--- src/ece_regs.vh ---
// Constants for the EPP cycle engine: offsets, fields, resets and timing.
`ifndef ECE_REGS_VH
`define ECE_REGS_VH

// ----------------------------------------------------------------------
// Host port offsets
// ----------------------------------------------------------------------
`define ECE_HOFS_EPP_ADDR   3'h3
`define ECE_HOFS_EPP_DATA0  3'h4

// ----------------------------------------------------------------------
// Wishbone register byte offsets
// ----------------------------------------------------------------------
`define ECE_WB_CTRL         8'h00
`define ECE_WB_STATUS       8'h04
`define ECE_WB_MODE         8'h08
`define ECE_WB_RDATA        8'h0c

// ----------------------------------------------------------------------
// Control register fields and reset value
// ----------------------------------------------------------------------
`define ECE_CTRL_STROBE     0
`define ECE_CTRL_AUTOFD     1
`define ECE_CTRL_INIT       2
`define ECE_CTRL_SLCTIN     3
`define ECE_CTRL_IRQE       4
`define ECE_CTRL_PCD        5
`define ECE_CTRL_RESET      6'h00

// ----------------------------------------------------------------------
// Status register fields (timeout and event rise are sticky, write 1 clears)
// ----------------------------------------------------------------------
`define ECE_ST_TIMEOUT      0
`define ECE_ST_STALL        1
`define ECE_ST_EVENT        2
`define ECE_ST_EVENT_RISE   3
`define ECE_ST_BUSY         4

// ----------------------------------------------------------------------
// Mode register fields and reset value
// ----------------------------------------------------------------------
`define ECE_MODE_EPP_EN     0
`define ECE_MODE_VER19      1
`define ECE_MODE_RESET      2'h0

// ----------------------------------------------------------------------
// Timing
// ----------------------------------------------------------------------
`define ECE_CLK_PERIOD_NS   5
`define ECE_TIMEOUT_NS      10000
`define ECE_TIMEOUT_CYC     (`ECE_TIMEOUT_NS / `ECE_CLK_PERIOD_NS)

`endif

--- src/ece_watchdog.v ---
// Cycle watchdog: counts clocks while a cycle runs and flags an overrun.
`include "ece_regs.vh"

module ece_watchdog #(
    parameter CW   = 12,
    parameter TERM = `ECE_TIMEOUT_CYC
) (
    // Clock and reset
    input  wire clk_in,
    input  wire reset_n_in,
    // Control
    input  wire run_in,
    // Result
    output reg  expire_out
);

    localparam [CW-1:0] TERM_W = TERM[CW-1:0];

    reg [CW-1:0] count_r;

    // ------------------------------------------------------------------
    // Counter
    // ------------------------------------------------------------------
    // Restarts whenever the cycle is not running; one pulse when the
    // count reaches the terminal value, then it holds until restarted.
    always @(posedge clk_in) begin
        if (!reset_n_in) begin
            count_r    <= {CW{1'b0}};
            expire_out <= 1'b0;
        end else if (!run_in) begin
            count_r    <= {CW{1'b0}};
            expire_out <= 1'b0;
        end else if (count_r != TERM_W) begin
            count_r    <= count_r + 1'b1;
            expire_out <= (count_r == TERM_W - 1'b1);
        end else begin
            expire_out <= 1'b0;
        end
    end

endmodule

--- src/ece_cycle_engine.v ---
// EPP cycle engine: host port, peripheral handshake and Wishbone registers.
//
// Operation
// Host starts 1.9 read with read strobe.
// 1.9 read holds host ready low.
// Stall low at strobe: finish on high.
// Stall high at start: wait low first.
// 1.9 read: float bus, drop qualifier, strobe.
// Peripheral drives data then raises stall.
// Capture byte, drop strobe, release ready.
// Peripheral floats bus, drops stall to end.
// Idle 1.7: outputs follow control register.
// 1.7 watchdog aborts after 10us, sets bit.
// Software sets control bits before cycles.
// 1.7 qualifier follows direction bit.
// 1.7 ready low while stall low.
// 1.7 write drives byte, latches at end.
// Data strobe for data, address for address.
// Stall high acknowledges, low means ready.
// Event input passed through, rising edge.
// Active low peripheral reset output.
// Direction high only for read or bit.
// 1.9 watchdog ends at stall deassertion.
// Offset 3 address cycles, 4-7 data.
// Strobe bit forces write direction.
// Watchdog is a device clock counter.
// Reset leaves engine idle and released.
//
// The Wishbone interface to the registers and the register addresses were left to the implementer.
`include "ece_regs.vh"

module ece_cycle_engine #(
    parameter TIMEOUT_CYC = `ECE_TIMEOUT_CYC
) (
    // Clock and reset
    input  wire        clk_in,
    input  wire        reset_n_in,
    // Wishbone slave
    input  wire        wb_cyc_in,
    input  wire        wb_stb_in,
    input  wire        wb_we_in,
    input  wire [7:0]  wb_adr_in,
    input  wire [3:0]  wb_sel_in,
    input  wire [31:0] wb_dat_in,
    output reg  [31:0] wb_dat_out,
    output reg         wb_ack_out,
    // Host port
    input  wire        host_ior_n_in,
    input  wire        host_iow_n_in,
    input  wire [2:0]  host_addr_in,
    input  wire [7:0]  host_bus_in,
    output reg  [7:0]  host_bus_out,
    output reg         host_bus_oe_out,
    output reg         iochrdy_out,
    // Peripheral port
    input  wire [7:0]  periph_bus_in,
    output reg  [7:0]  periph_bus_out,
    output reg         periph_bus_oe_out,
    input  wire        periph_stall_in,
    input  wire        periph_event_in,
    output reg         periph_event_out,
    output reg         data_strobe_n_out,
    output reg         addr_strobe_n_out,
    output reg         outbound_qualifier_n_out,
    output reg         bus_direction_out,
    output reg         periph_reset_n_out,
    output reg         strobe_n_out,
    output reg         autofd_n_out,
    output reg         slctin_n_out
);

    // ------------------------------------------------------------------
    // States
    // ------------------------------------------------------------------
    localparam [5:0] S_IDLE  = 6'h01;
    localparam [5:0] S_WLO   = 6'h02;
    localparam [5:0] S_STB   = 6'h04;
    localparam [5:0] S_DONE  = 6'h08;
    localparam [5:0] S_C17   = 6'h10;
    localparam [5:0] S_ABORT = 6'h20;

    // True for the offsets that launch EPP cycles.
    function ece_epp_hit;
        input [2:0] a;
        begin
            ece_epp_hit = (a >= `ECE_HOFS_EPP_ADDR);
        end
    endfunction

    reg [5:0] state_r;
    reg [5:0] state_nxt;
    reg       cyc_rd_r;
    reg       cyc_rd_nxt;
    reg       cyc_addr_r;
    reg       cyc_addr_nxt;
    reg [5:0] ctrl_r;
    reg [1:0] mode_r;
    reg       timeout_r;
    reg       event_rise_r;
    reg       event_prev_r;
    reg [7:0] rdata_r;
    wire      wd_expire;
    wire      host_act;
    wire      wb_req;
    wire      wb_wr;
    wire      in_cyc_nxt;
    wire      strobe_nxt;
    wire      dir_nxt;
    wire      ver19;

    assign host_act   = !host_ior_n_in || !host_iow_n_in;
    assign ver19      = mode_r[`ECE_MODE_VER19];
    assign wb_req     = wb_cyc_in && wb_stb_in && !wb_ack_out;
    assign wb_wr      = wb_req && wb_we_in && wb_sel_in[0];
    assign in_cyc_nxt = (state_nxt != S_IDLE);

    // ------------------------------------------------------------------
    // Watchdog
    // ------------------------------------------------------------------
    // device clock counter
    // runs over the timed span
    ece_watchdog #(
        .CW   (12),
        .TERM (TIMEOUT_CYC)
    ) u_wd (
        .clk_in     (clk_in),
        .reset_n_in (reset_n_in),
        .run_in     ((state_r == S_WLO) || (state_r == S_STB) ||
                     (state_r == S_C17)),
        .expire_out (wd_expire)
    );

    // ------------------------------------------------------------------
    // Cycle sequencer
    // ------------------------------------------------------------------
    // Chooses the next phase from the host strobes and the stall line.
    always @* begin
        state_nxt    = state_r;
        cyc_rd_nxt   = cyc_rd_r;
        cyc_addr_nxt = cyc_addr_r;
        case (state_r)
            S_IDLE: begin
                // host strobe launches cycle
                if (mode_r[`ECE_MODE_EPP_EN] && host_act &&
                    ece_epp_hit(host_addr_in)) begin
                    cyc_rd_nxt   = !host_ior_n_in;
                    cyc_addr_nxt = (host_addr_in == `ECE_HOFS_EPP_ADDR);
                    // wait for stall low first
                    if (!ver19)
                        state_nxt = S_C17;
                    else if (periph_stall_in)
                        state_nxt = S_WLO;
                    else
                        state_nxt = S_STB;
                end
            end
            S_WLO: begin
                if (wd_expire)
                    state_nxt = S_ABORT;
                else if (!periph_stall_in)
                    state_nxt = S_STB;
            end
            S_STB: begin
                // finish once stall rises
                if (wd_expire)
                    state_nxt = S_ABORT;
                else if (periph_stall_in)
                    state_nxt = S_DONE;
            end
            S_DONE: begin
                if (!host_act)
                    state_nxt = S_IDLE;
            end
            S_C17: begin
                // abort on overrun
                if (!host_act)
                    state_nxt = S_IDLE;
                else if (wd_expire)
                    state_nxt = S_ABORT;
            end
            S_ABORT: begin
                if (!host_act)
                    state_nxt = S_IDLE;
            end
            default: begin
                state_nxt = S_IDLE;
            end
        endcase
    end

    // Strobe is active while the peripheral phase of a cycle runs.
    assign strobe_nxt = (state_nxt == S_STB) || (state_nxt == S_C17);

    // direction high for 1.9 reads or set bit
    assign dir_nxt = (in_cyc_nxt && ver19) ?
                     ((cyc_rd_nxt || ctrl_r[`ECE_CTRL_PCD]) &&
                      !ctrl_r[`ECE_CTRL_STROBE]) :
                     (ctrl_r[`ECE_CTRL_PCD] &&
                      !(in_cyc_nxt && ctrl_r[`ECE_CTRL_STROBE]));

    // ------------------------------------------------------------------
    // Sequencer, peripheral and host outputs
    // ------------------------------------------------------------------
    always @(posedge clk_in) begin
        if (!reset_n_in) begin
            // idle with strobes off
            state_r                  <= S_IDLE;
            cyc_rd_r                 <= 1'b0;
            cyc_addr_r               <= 1'b0;
            data_strobe_n_out        <= 1'b1;
            addr_strobe_n_out        <= 1'b1;
            outbound_qualifier_n_out <= 1'b1;
            bus_direction_out        <= 1'b0;
            periph_bus_oe_out        <= 1'b0;
            periph_bus_out           <= 8'h00;
            iochrdy_out              <= 1'b1;
            host_bus_out             <= 8'h00;
            host_bus_oe_out          <= 1'b0;
            rdata_r                  <= 8'h00;
        end else begin
            state_r    <= state_nxt;
            cyc_rd_r   <= cyc_rd_nxt;
            cyc_addr_r <= cyc_addr_nxt;
            // strobe chosen by register kind
            data_strobe_n_out <= !(strobe_nxt && !cyc_addr_nxt);
            addr_strobe_n_out <= !(strobe_nxt && cyc_addr_nxt);
            // qualifier tracks direction
            // held while a busy peripheral is awaited
            if (state_nxt != S_WLO) begin
                outbound_qualifier_n_out <= dir_nxt;
                bus_direction_out        <= dir_nxt;
                periph_bus_oe_out        <= !dir_nxt;
            end
            // drive host byte, hold it after
            if (in_cyc_nxt && !cyc_rd_nxt && !host_iow_n_in &&
                (state_nxt != S_DONE) && (state_nxt != S_ABORT))
                periph_bus_out <= host_bus_in;
            // hold host ready low
            iochrdy_out <= !((state_nxt == S_WLO) ||
                             (state_nxt == S_STB) ||
                             ((state_nxt == S_C17) && !periph_stall_in));
            // capture byte as strobe drops
            if (state_r == S_STB && state_nxt == S_DONE && cyc_rd_r) begin
                rdata_r      <= periph_bus_in;
                host_bus_out <= periph_bus_in;
            end else if (state_nxt == S_C17 && cyc_rd_nxt) begin
                rdata_r      <= periph_bus_in;
                host_bus_out <= periph_bus_in;
            end
            host_bus_oe_out <= cyc_rd_nxt && !host_ior_n_in &&
                               ((state_nxt == S_DONE) ||
                                (state_nxt == S_C17) ||
                                (state_nxt == S_ABORT));
        end
    end

    // ------------------------------------------------------------------
    // Plain port outputs
    // ------------------------------------------------------------------
    // control bits and event pass through
    always @(posedge clk_in) begin
        if (!reset_n_in) begin
            strobe_n_out       <= 1'b1;
            autofd_n_out       <= 1'b1;
            slctin_n_out       <= 1'b1;
            periph_reset_n_out <= 1'b0;
            periph_event_out   <= 1'b0;
            event_prev_r       <= 1'b0;
        end else begin
            strobe_n_out       <= !ctrl_r[`ECE_CTRL_STROBE];
            autofd_n_out       <= !ctrl_r[`ECE_CTRL_AUTOFD];
            slctin_n_out       <= !ctrl_r[`ECE_CTRL_SLCTIN];
            periph_reset_n_out <= ctrl_r[`ECE_CTRL_INIT];
            periph_event_out   <= periph_event_in;
            event_prev_r       <= periph_event_in;
        end
    end

    // ------------------------------------------------------------------
    // Wishbone registers
    // ------------------------------------------------------------------
    // Writes take effect in the cycle of the ack; sticky bits clear on a
    // written one, but a new event in the same cycle wins.
    always @(posedge clk_in) begin
        if (!reset_n_in) begin
            ctrl_r       <= `ECE_CTRL_RESET;
            mode_r       <= `ECE_MODE_RESET;
            timeout_r    <= 1'b0;
            event_rise_r <= 1'b0;
            wb_ack_out   <= 1'b0;
            wb_dat_out   <= 32'h0000_0000;
        end else begin
            wb_ack_out <= wb_req;
            if (wb_wr && wb_adr_in == `ECE_WB_CTRL)
                ctrl_r <= wb_dat_in[5:0];
            if (wb_wr && wb_adr_in == `ECE_WB_MODE)
                mode_r <= wb_dat_in[1:0];
            // timeout flag, set wins
            if (wd_expire)
                timeout_r <= 1'b1;
            else if (wb_wr && wb_adr_in == `ECE_WB_STATUS &&
                     wb_dat_in[`ECE_ST_TIMEOUT])
                timeout_r <= 1'b0;
            // rising edge capture
            if (periph_event_in && !event_prev_r)
                event_rise_r <= 1'b1;
            else if (wb_wr && wb_adr_in == `ECE_WB_STATUS &&
                     wb_dat_in[`ECE_ST_EVENT_RISE])
                event_rise_r <= 1'b0;
            // Read data; unmapped offsets read as zero.
            if (wb_req) begin
                case (wb_adr_in)
                    `ECE_WB_CTRL:   wb_dat_out <= {26'h0, ctrl_r};
                    `ECE_WB_STATUS: wb_dat_out <= {27'h0,
                                                   (state_r != S_IDLE),
                                                   event_rise_r,
                                                   periph_event_in,
                                                   periph_stall_in,
                                                   timeout_r};
                    `ECE_WB_MODE:   wb_dat_out <= {30'h0, mode_r};
                    `ECE_WB_RDATA:  wb_dat_out <= {24'h0, rdata_r};
                    default:        wb_dat_out <= 32'h0000_0000;
                endcase
            end
        end
    end

    // peripheral and software keep their side
    // The engine relies on those parties and adds no checks of its own.

endmodule

--- config.mk ---
export PLATFORM = sky130hd
export DESIGN_NAME = ece_cycle_engine
export DESIGN_NICKNAME = d
export VERILOG_FILES = /design/src/ece_watchdog.v /design/src/ece_cycle_engine.v
export VERILOG_INCLUDE_DIRS = /design/src /design/src/src
export SDC_FILE = /design/constraint.sdc
export NUM_CORES = 1
export LEC_CHECK = 0
export BUFFER_PORTS_ARGS = -buffer_cell sky130_fd_sc_hd__buf_2
export CORE_MARGIN = 2
export CORE_UTILIZATION = 35
export DETAILED_ROUTE_END_ITERATION = 16
export GPL_ROUTABILITY_DRIVEN = 0
export SYNTH_ARGS = -nofsm -noshare
export SYNTH_HDL_FRONTEND = slang
export SYNTH_SLANG_ARGS = --single-unit
--- constraint.sdc ---
create_clock -name clk_in -period 7.3 [get_ports clk_in]
set_clock_uncertainty 0.15 [all_clocks]
set_input_delay 1.46 -clock clk_in [delete_from_list [all_inputs] [get_ports clk_in]]
set_output_delay 1.46 -clock clk_in [all_outputs]
set_load 0.02 [all_outputs]
-- Word-level counts from Yosys, hierarchy flattened
Cells that the tools add are included.
- logic and storage cells: 131
- output and inout port bits: 61
- input port bits: 72
- register bits after elaboration: 92
- equality and inequality tests: 22
- mux-type cells: 23
- add/subtract/negate cells: 1
- reduce and logical (&&, ||, !) cells: 59
- $lt $le $gt $ge: 1
- operator list (cell ; number):
    two-way mux 6 bit ; 8
    one-hot mux 8 bit (4 select lines) ; 1
    one-hot mux 6 bit (5 select lines) ; 1
    logical AND 1 bit ; 28
    == test 8 x 4 -> 1 bit, second input constant ; 2
    two-way mux 8 bit ; 2
    logical NOT 1 bit ; 15
    adder 12 x 1 -> 12 bit, second input constant ; 1
    == test 12 x 11 -> 1 bit, second input constant ; 1
    == test 6 x 2 -> 1 bit, second input constant ; 2
    == test 6 x 3 -> 1 bit, second input constant ; 2
    == test 6 x 4 -> 1 bit, second input constant ; 2
    == test 6 x 5 -> 1 bit, second input constant ; 2
    == test 6 bit, second input constant ; 2
    inequality test 12 x 11 -> 1 bit, second input constant ; 1
    inequality test 6 x 1 -> 1 bit, second input constant ; 2
    logical OR 1 bit ; 9
    two-way mux 1 bit ; 9
    == test 8 x 3 -> 1 bit, second input constant ; 1
    logical NOT 8 bit ; 1
    == test 6 x 1 -> 1 bit, second input constant ; 1
    inequality test 6 x 2 -> 1 bit, second input constant ; 1
    inequality test 6 x 4 -> 1 bit, second input constant ; 1
    inequality test 6 bit, second input constant ; 1
    8 further kinds ; 10

-- Depth between registers and ports, before layout
- depth in word-level cells: 12
- gate-level depth with buffers: 10
- gate-level depth less buffers: 7

-- Cells and area by module
A second synthesis with hierarchy kept.
- cell total of the unflattened synthesis: 379
- area, all modules: 3333.2 µm²
- modules (own cells, without submodules) (module ; cells an instance ; instances ; area each (µm²) ; sequential area each (µm²)):
    ece_cycle_engine ; 307 ; 1 ; 2703.8 ; 1101.1
    ece_watchdog ; 72 ; 1 ; 629.4 ; 260.2

-- Least setup slack after synthesis
Ideal clock, no wire load.
- kind: in2reg
- from: in host_iow_n_in
- to: reg periph_bus_out[0]
- data arrival time: 2.997 ns
- data required time: 7.078 ns
- buffers on the path: 1
- stages on the path: 7
- setup time: 0.072 ns
- slack: 4.081 ns
- path through: a21boi_0 nand4bb_1 buf_2 mux2i_1 or3_1 nor3_4 mux2i_1
- cells in the longest elaborated chain, start to end: 11
- elaborated cells between the ends (all ways): 18
- classes of those cells: eq/ne (3); mux (6); reduce/logical (9)
- RTL lines (element ; line ; RTL):
    from (decl) ; ece_cycle_engine.v:49 ; input wire host_iow_n_in,
    logical NOT 1 bit * ; ece_cycle_engine.v:111, ece_cycle_engine.v:235 ;
    logical OR 1 bit ; ece_cycle_engine.v:111 ; assign host_act = !host_ior_n_in || !host_iow_n_in;
    logical AND 1 bit (2 in series) ; ece_cycle_engine.v:144 ; if (mode_r[`ECE_MODE_EPP_EN] && host_act &&
    two-way mux 6 bit or two-way mux 1 bit (tied branches) ; ece_cycle_engine.v:144 ;
    one-hot mux 6 bit (5 select lines) or two-way mux 1 bit (tied branches) ; ece_cycle_engine.v:141 ; case (state_r)
    inequality test 6 x 1 -> 1 bit or logical NOT 1 bit (tied branches) ; ece_cycle_engine.v:115, ece_cycle_engine.v:235 ;
    logical AND 1 bit (3 in series) ; ece_cycle_engine.v:235 ; if (in_cyc_nxt && !cyc_rd_nxt && !host_iow_n_in &&
    logical AND 1 bit * ; ece_cycle_engine.v:236 ; (state_nxt != S_DONE) && (state_nxt != S_ABORT))
    to (signal assigned) ; ece_cycle_engine.v:237 ; periph_bus_out <= host_bus_in;
    to (decl) ; ece_cycle_engine.v:57 ; output reg [7:0] periph_bus_out,
Every way passes the cells marked *; elsewhere a longest branch is shown, timed or not.
A chain may end at the register's enable or synchronous reset.

-- Worst setup path after layout
- from: in host_ior_n_in
- to: reg periph_bus_out[6]
- cells in the longest elaborated chain, start to end: 11
- elaborated cells between the ends (all ways): 18
- classes of those cells: eq/ne (3); mux (6); reduce/logical (9)
- RTL lines (element ; line ; RTL):
    from (decl) ; ece_cycle_engine.v:48 ; input wire host_ior_n_in,
    logical NOT 1 bit * ; ece_cycle_engine.v:111, ece_cycle_engine.v:146 ;
    logical OR 1 bit ; ece_cycle_engine.v:111 ;
    logical AND 1 bit (2 in series) ; ece_cycle_engine.v:144 ;
    two-way mux 6 bit or two-way mux 1 bit (tied branches) ; ece_cycle_engine.v:144 ;
    one-hot mux 6 bit (5 select lines) or two-way mux 1 bit (tied branches) ; ece_cycle_engine.v:141 ;
    inequality test 6 x 1 -> 1 bit or logical NOT 1 bit (tied branches) ; ece_cycle_engine.v:115, ece_cycle_engine.v:235 ;
    logical AND 1 bit (3 in series) ; ece_cycle_engine.v:235 ;
    logical AND 1 bit * ; ece_cycle_engine.v:236 ;
Marked as above.

==> summary.txt <==
Yosys
  • Syn avg cell area: 8.82 µm²
  • EDFF count, synth: 0
  • Post-synthesis sequential area ratio: 43.7%
  • Synth Area in Compound Gates: about 11%
  • Main synth FF type: dfxtp_1
  • Count of different cell masters after synthesis: 52
  • Mux cell area share after synthesis: under 10%
  • Synth Area in XOR/XNOR: roughly 3.9%
  • Post-synthesis adder-cell area fraction: less than 1%
  • Flop and latch count out of synthesis: 68
  • Mapped Area: a little over 3000 µm²
  • Mapped Cells: ~350
  • Ys Warns: 0
  • Largest family of logic cells by synthesized area: simple AND/OR/NAND/NOR gates
  • Fraction of the mapped netlist area in simple logic gates: between 20% and 30%
  • Async SR Flop Fraction: 0%

Global routing
  • Gr ovfl total: 0
  • First-pass GRT wire length: roughly 11,000 µm
  • Pin count of the biggest net entering global routing: a little under 50
  • Initial antenna violation count: 0
  • Vias in the first global route: 2,432
  • Global-route usage over all layers: between 10 and 15%

STA
  • Max-slew headroom: a little under half
  • Setup TNS: 0 ns
  • Hold_ws: approximately 0.26 ns
  • Slew Limit Fails: 0
  • Worst slew pin tran: around 0.81 ns
  • RSZ-0062 raised after global routing: false
  • Final critical-path share of the clock period: 47.5%
  • Setup violators final: 0
  • Tmin final: about 3.5 ns
  • Maximum clock frequency: about 290 MHz
  • Fin. Hold Viols: 0

Clock tree
  • Clk sink count: 68
  • CTS tree: yes
  • Maximum clock path buffer count: 2
  • Hold-fix buffers, CTS: 0
  • CTS H-tree lvls: 3
  • Later-pin clock latency in the skew report: approximately 0.33 ns
  • Reg clk slew, reported paths: around 0.08 ns
  • Setup Buffers After CTS: 0
  • CTS resizes: 0
  • TritonCTS buffer count: 9
  • Clock Tree Root: clkbuf_8

Detailed routing
  • Vias/cell: about 4.7
  • Avg WL per Cell: 12.6 µm
  • Residual DRC: 0
  • Drt total wl: just under 7000 µm
  • DR iter-0 viols: 76
  • Remaining antenna violation count: 0
  • DRT Pass-1 Iters: 4
  • Via count: 2,553

Place
  • Hpwl dp: about 5000 µm
  • Placed cell count: roughly 520
  • Port Buffer Count: 79

Worst setup path
  • Delay-heaviest family, CP: simple AND/OR/NAND/NOR gates
  • Setup CP Type: in -> reg
  • Arrival @ worst endpoint: around 3.6 ns
  • Slowest stage cell on the critical path: nor3_4
  • Critical path startpoint category: primary input
  • Setup crit end kind: register
  • Worst path cell trace: buf_2 > a21boi_0 > nand4bb_1 > mux2i_1 > or3_1 > nor3_4 > mux2i_1
  • CP bufs+invs: 1
  • Crit-path most repeated cell: mux2i_1
  • CP Data Required Time: ~7.4 ns
  • CP max FO: 8
  • Worst path max stage delay: between 0.4 and 0.5 ns

Pwr
  • Static Leak: ~1.6 nW
  • Pwr Density: between 200 and 250 nW/µm²
  • Pwr Total: between 700 and 800 µW
  • Maximum vdd drop: ~90 µV

Final layout
  • Most frequent cells in the layout: buf_2 (79), dfxtp_1 (68), nand2_1 (46), nor2_1 (41), conb_1 (24)
  • Final Non-Filler Cells: ~540
  • Final core occ: 42.8%
  • Commonest non-fill, non-tap cell in the layout: buf_2
  • Synthesis-to-finish area growth: 19.3%
  • Layout cells sized above 1: about a quarter
  • Nets: 500
  • Sequential Area: 1360 µm²
  • Number of diodes: 0
  • Filler cells: 889
  • Multi-input logic area: approximately 1600 µm²

Min path
  • Hold crit path type: reg -> reg

Die
  • Initial core utilization: between 30% and 40%
  • Die H: around 100 µm
  • Die area: between 9000 and 10,000 µm²
  • Placeable Area: roughly 8700 µm²
  • Rows: 34
  • Die W: around 98 µm
  • # IOs: 133

Job
  • Max-cap violation count: 0

Outcome
  • Outcome: finished, final reports clean
==> sequential cells by signal, summed over array words and instances, names as in the netlist, 2 cells and up <==
| signal | flops |
|---|---|
| u_wd.count_r | 12 |
| periph_bus_out | 8 |
| rdata_r | 8 |
| wb_dat_out | 8 |
| ctrl_r | 6 |
| state_r | 6 |
| mode_r | 2 |
==> cells by family after synthesis <==
family          count (synthesis)
simple gates                  148
flops                          68
compound gates                 50
buf+inv                        48
mux                            22
xor+xnor                       14
fa+ha+maj                       2
other cells                     1
==> synthesized netlist by cell type, types with 5 or more instances <==
master / count / area, µm²
and2_1: 6 / 37.5
inv_1: 8 / 30.0
buf_4: 24 / 180
mux2i_1: 17 / 170
a22oi_1: 5 / 37.5
nand3_1: 20 / 100
nand2_1: 46 / 173
nor2_1: 41 / 154
a21oi_1: 9 / 45.0
xor2_1: 10 / 87.6
dfxtp_1: 68 / 1360
nor3_1: 5 / 25.0
o21ai_0: 16 / 80.1
clkbuf_1: 12 / 45.0
==> per-layer routing <==
metal  global-route usage (%)  part of all wire [%]  vias to the layer above
met5                        0                     0                        -
met4                     5.16                   1.4                        0
met3                     3.44                   4.0                        9
met2                     23.7                    49                       60
met1                     18.0                    46                     1181
li1                         -                     -                     1303
==> final timing paths <==
path	start	to	slack [ns]	cells after the start
worst max-delay path	host_ior_n_in	periph_bus_out[6]$_SDFFE_PN0P_	3.84	7
worst min-delay path	ctrl_r[3]$_SDFFE_PN0P_	slctin_n_out$_SDFF_PN1_	0.26	1
worst max register to register	state_r[0]$_SDFF_PN1_	periph_bus_out[6]$_SDFFE_PN0P_	4.40	6
worst min register to register	ctrl_r[3]$_SDFFE_PN0P_	slctin_n_out$_SDFF_PN1_	0.26	1
==> where the power goes <==
group / leakage, nW / internal [mW] / total, mW / switching (mW)
clock network: 0.112 / 0.212 / 0.354 / 0.142
logic: 0.899 / 0.0136 / 0.0435 / 0.0299
registers: 0.549 / 0.372 / 0.373 / 0.000665
total: 1.56 / 0.597 / 0.770 / 0.173
==> stage by stage <==
step | area (µm²) | setup WS, ns
CTS | 3710 | 3.80
global route | 3710 | 3.60
global placement | 3480 | 3.50
floorplan | 3200 | 4.08
finish | 3710 | 3.84
detailed placement | 3480 | 3.45
==> area by class of cell <==
cell class / count / area share (%)
multi-input cells: 260 / 41.9
flip-flops and latches: 68 / 36.7
repair buffers: 79 / 10.6
clock buffers: 11 / 4.08
well taps: 108 / 3.64
clock inverters: 5 / 2.26
inverters: 8 / 0.809
(Power assumes the default switching activity.)
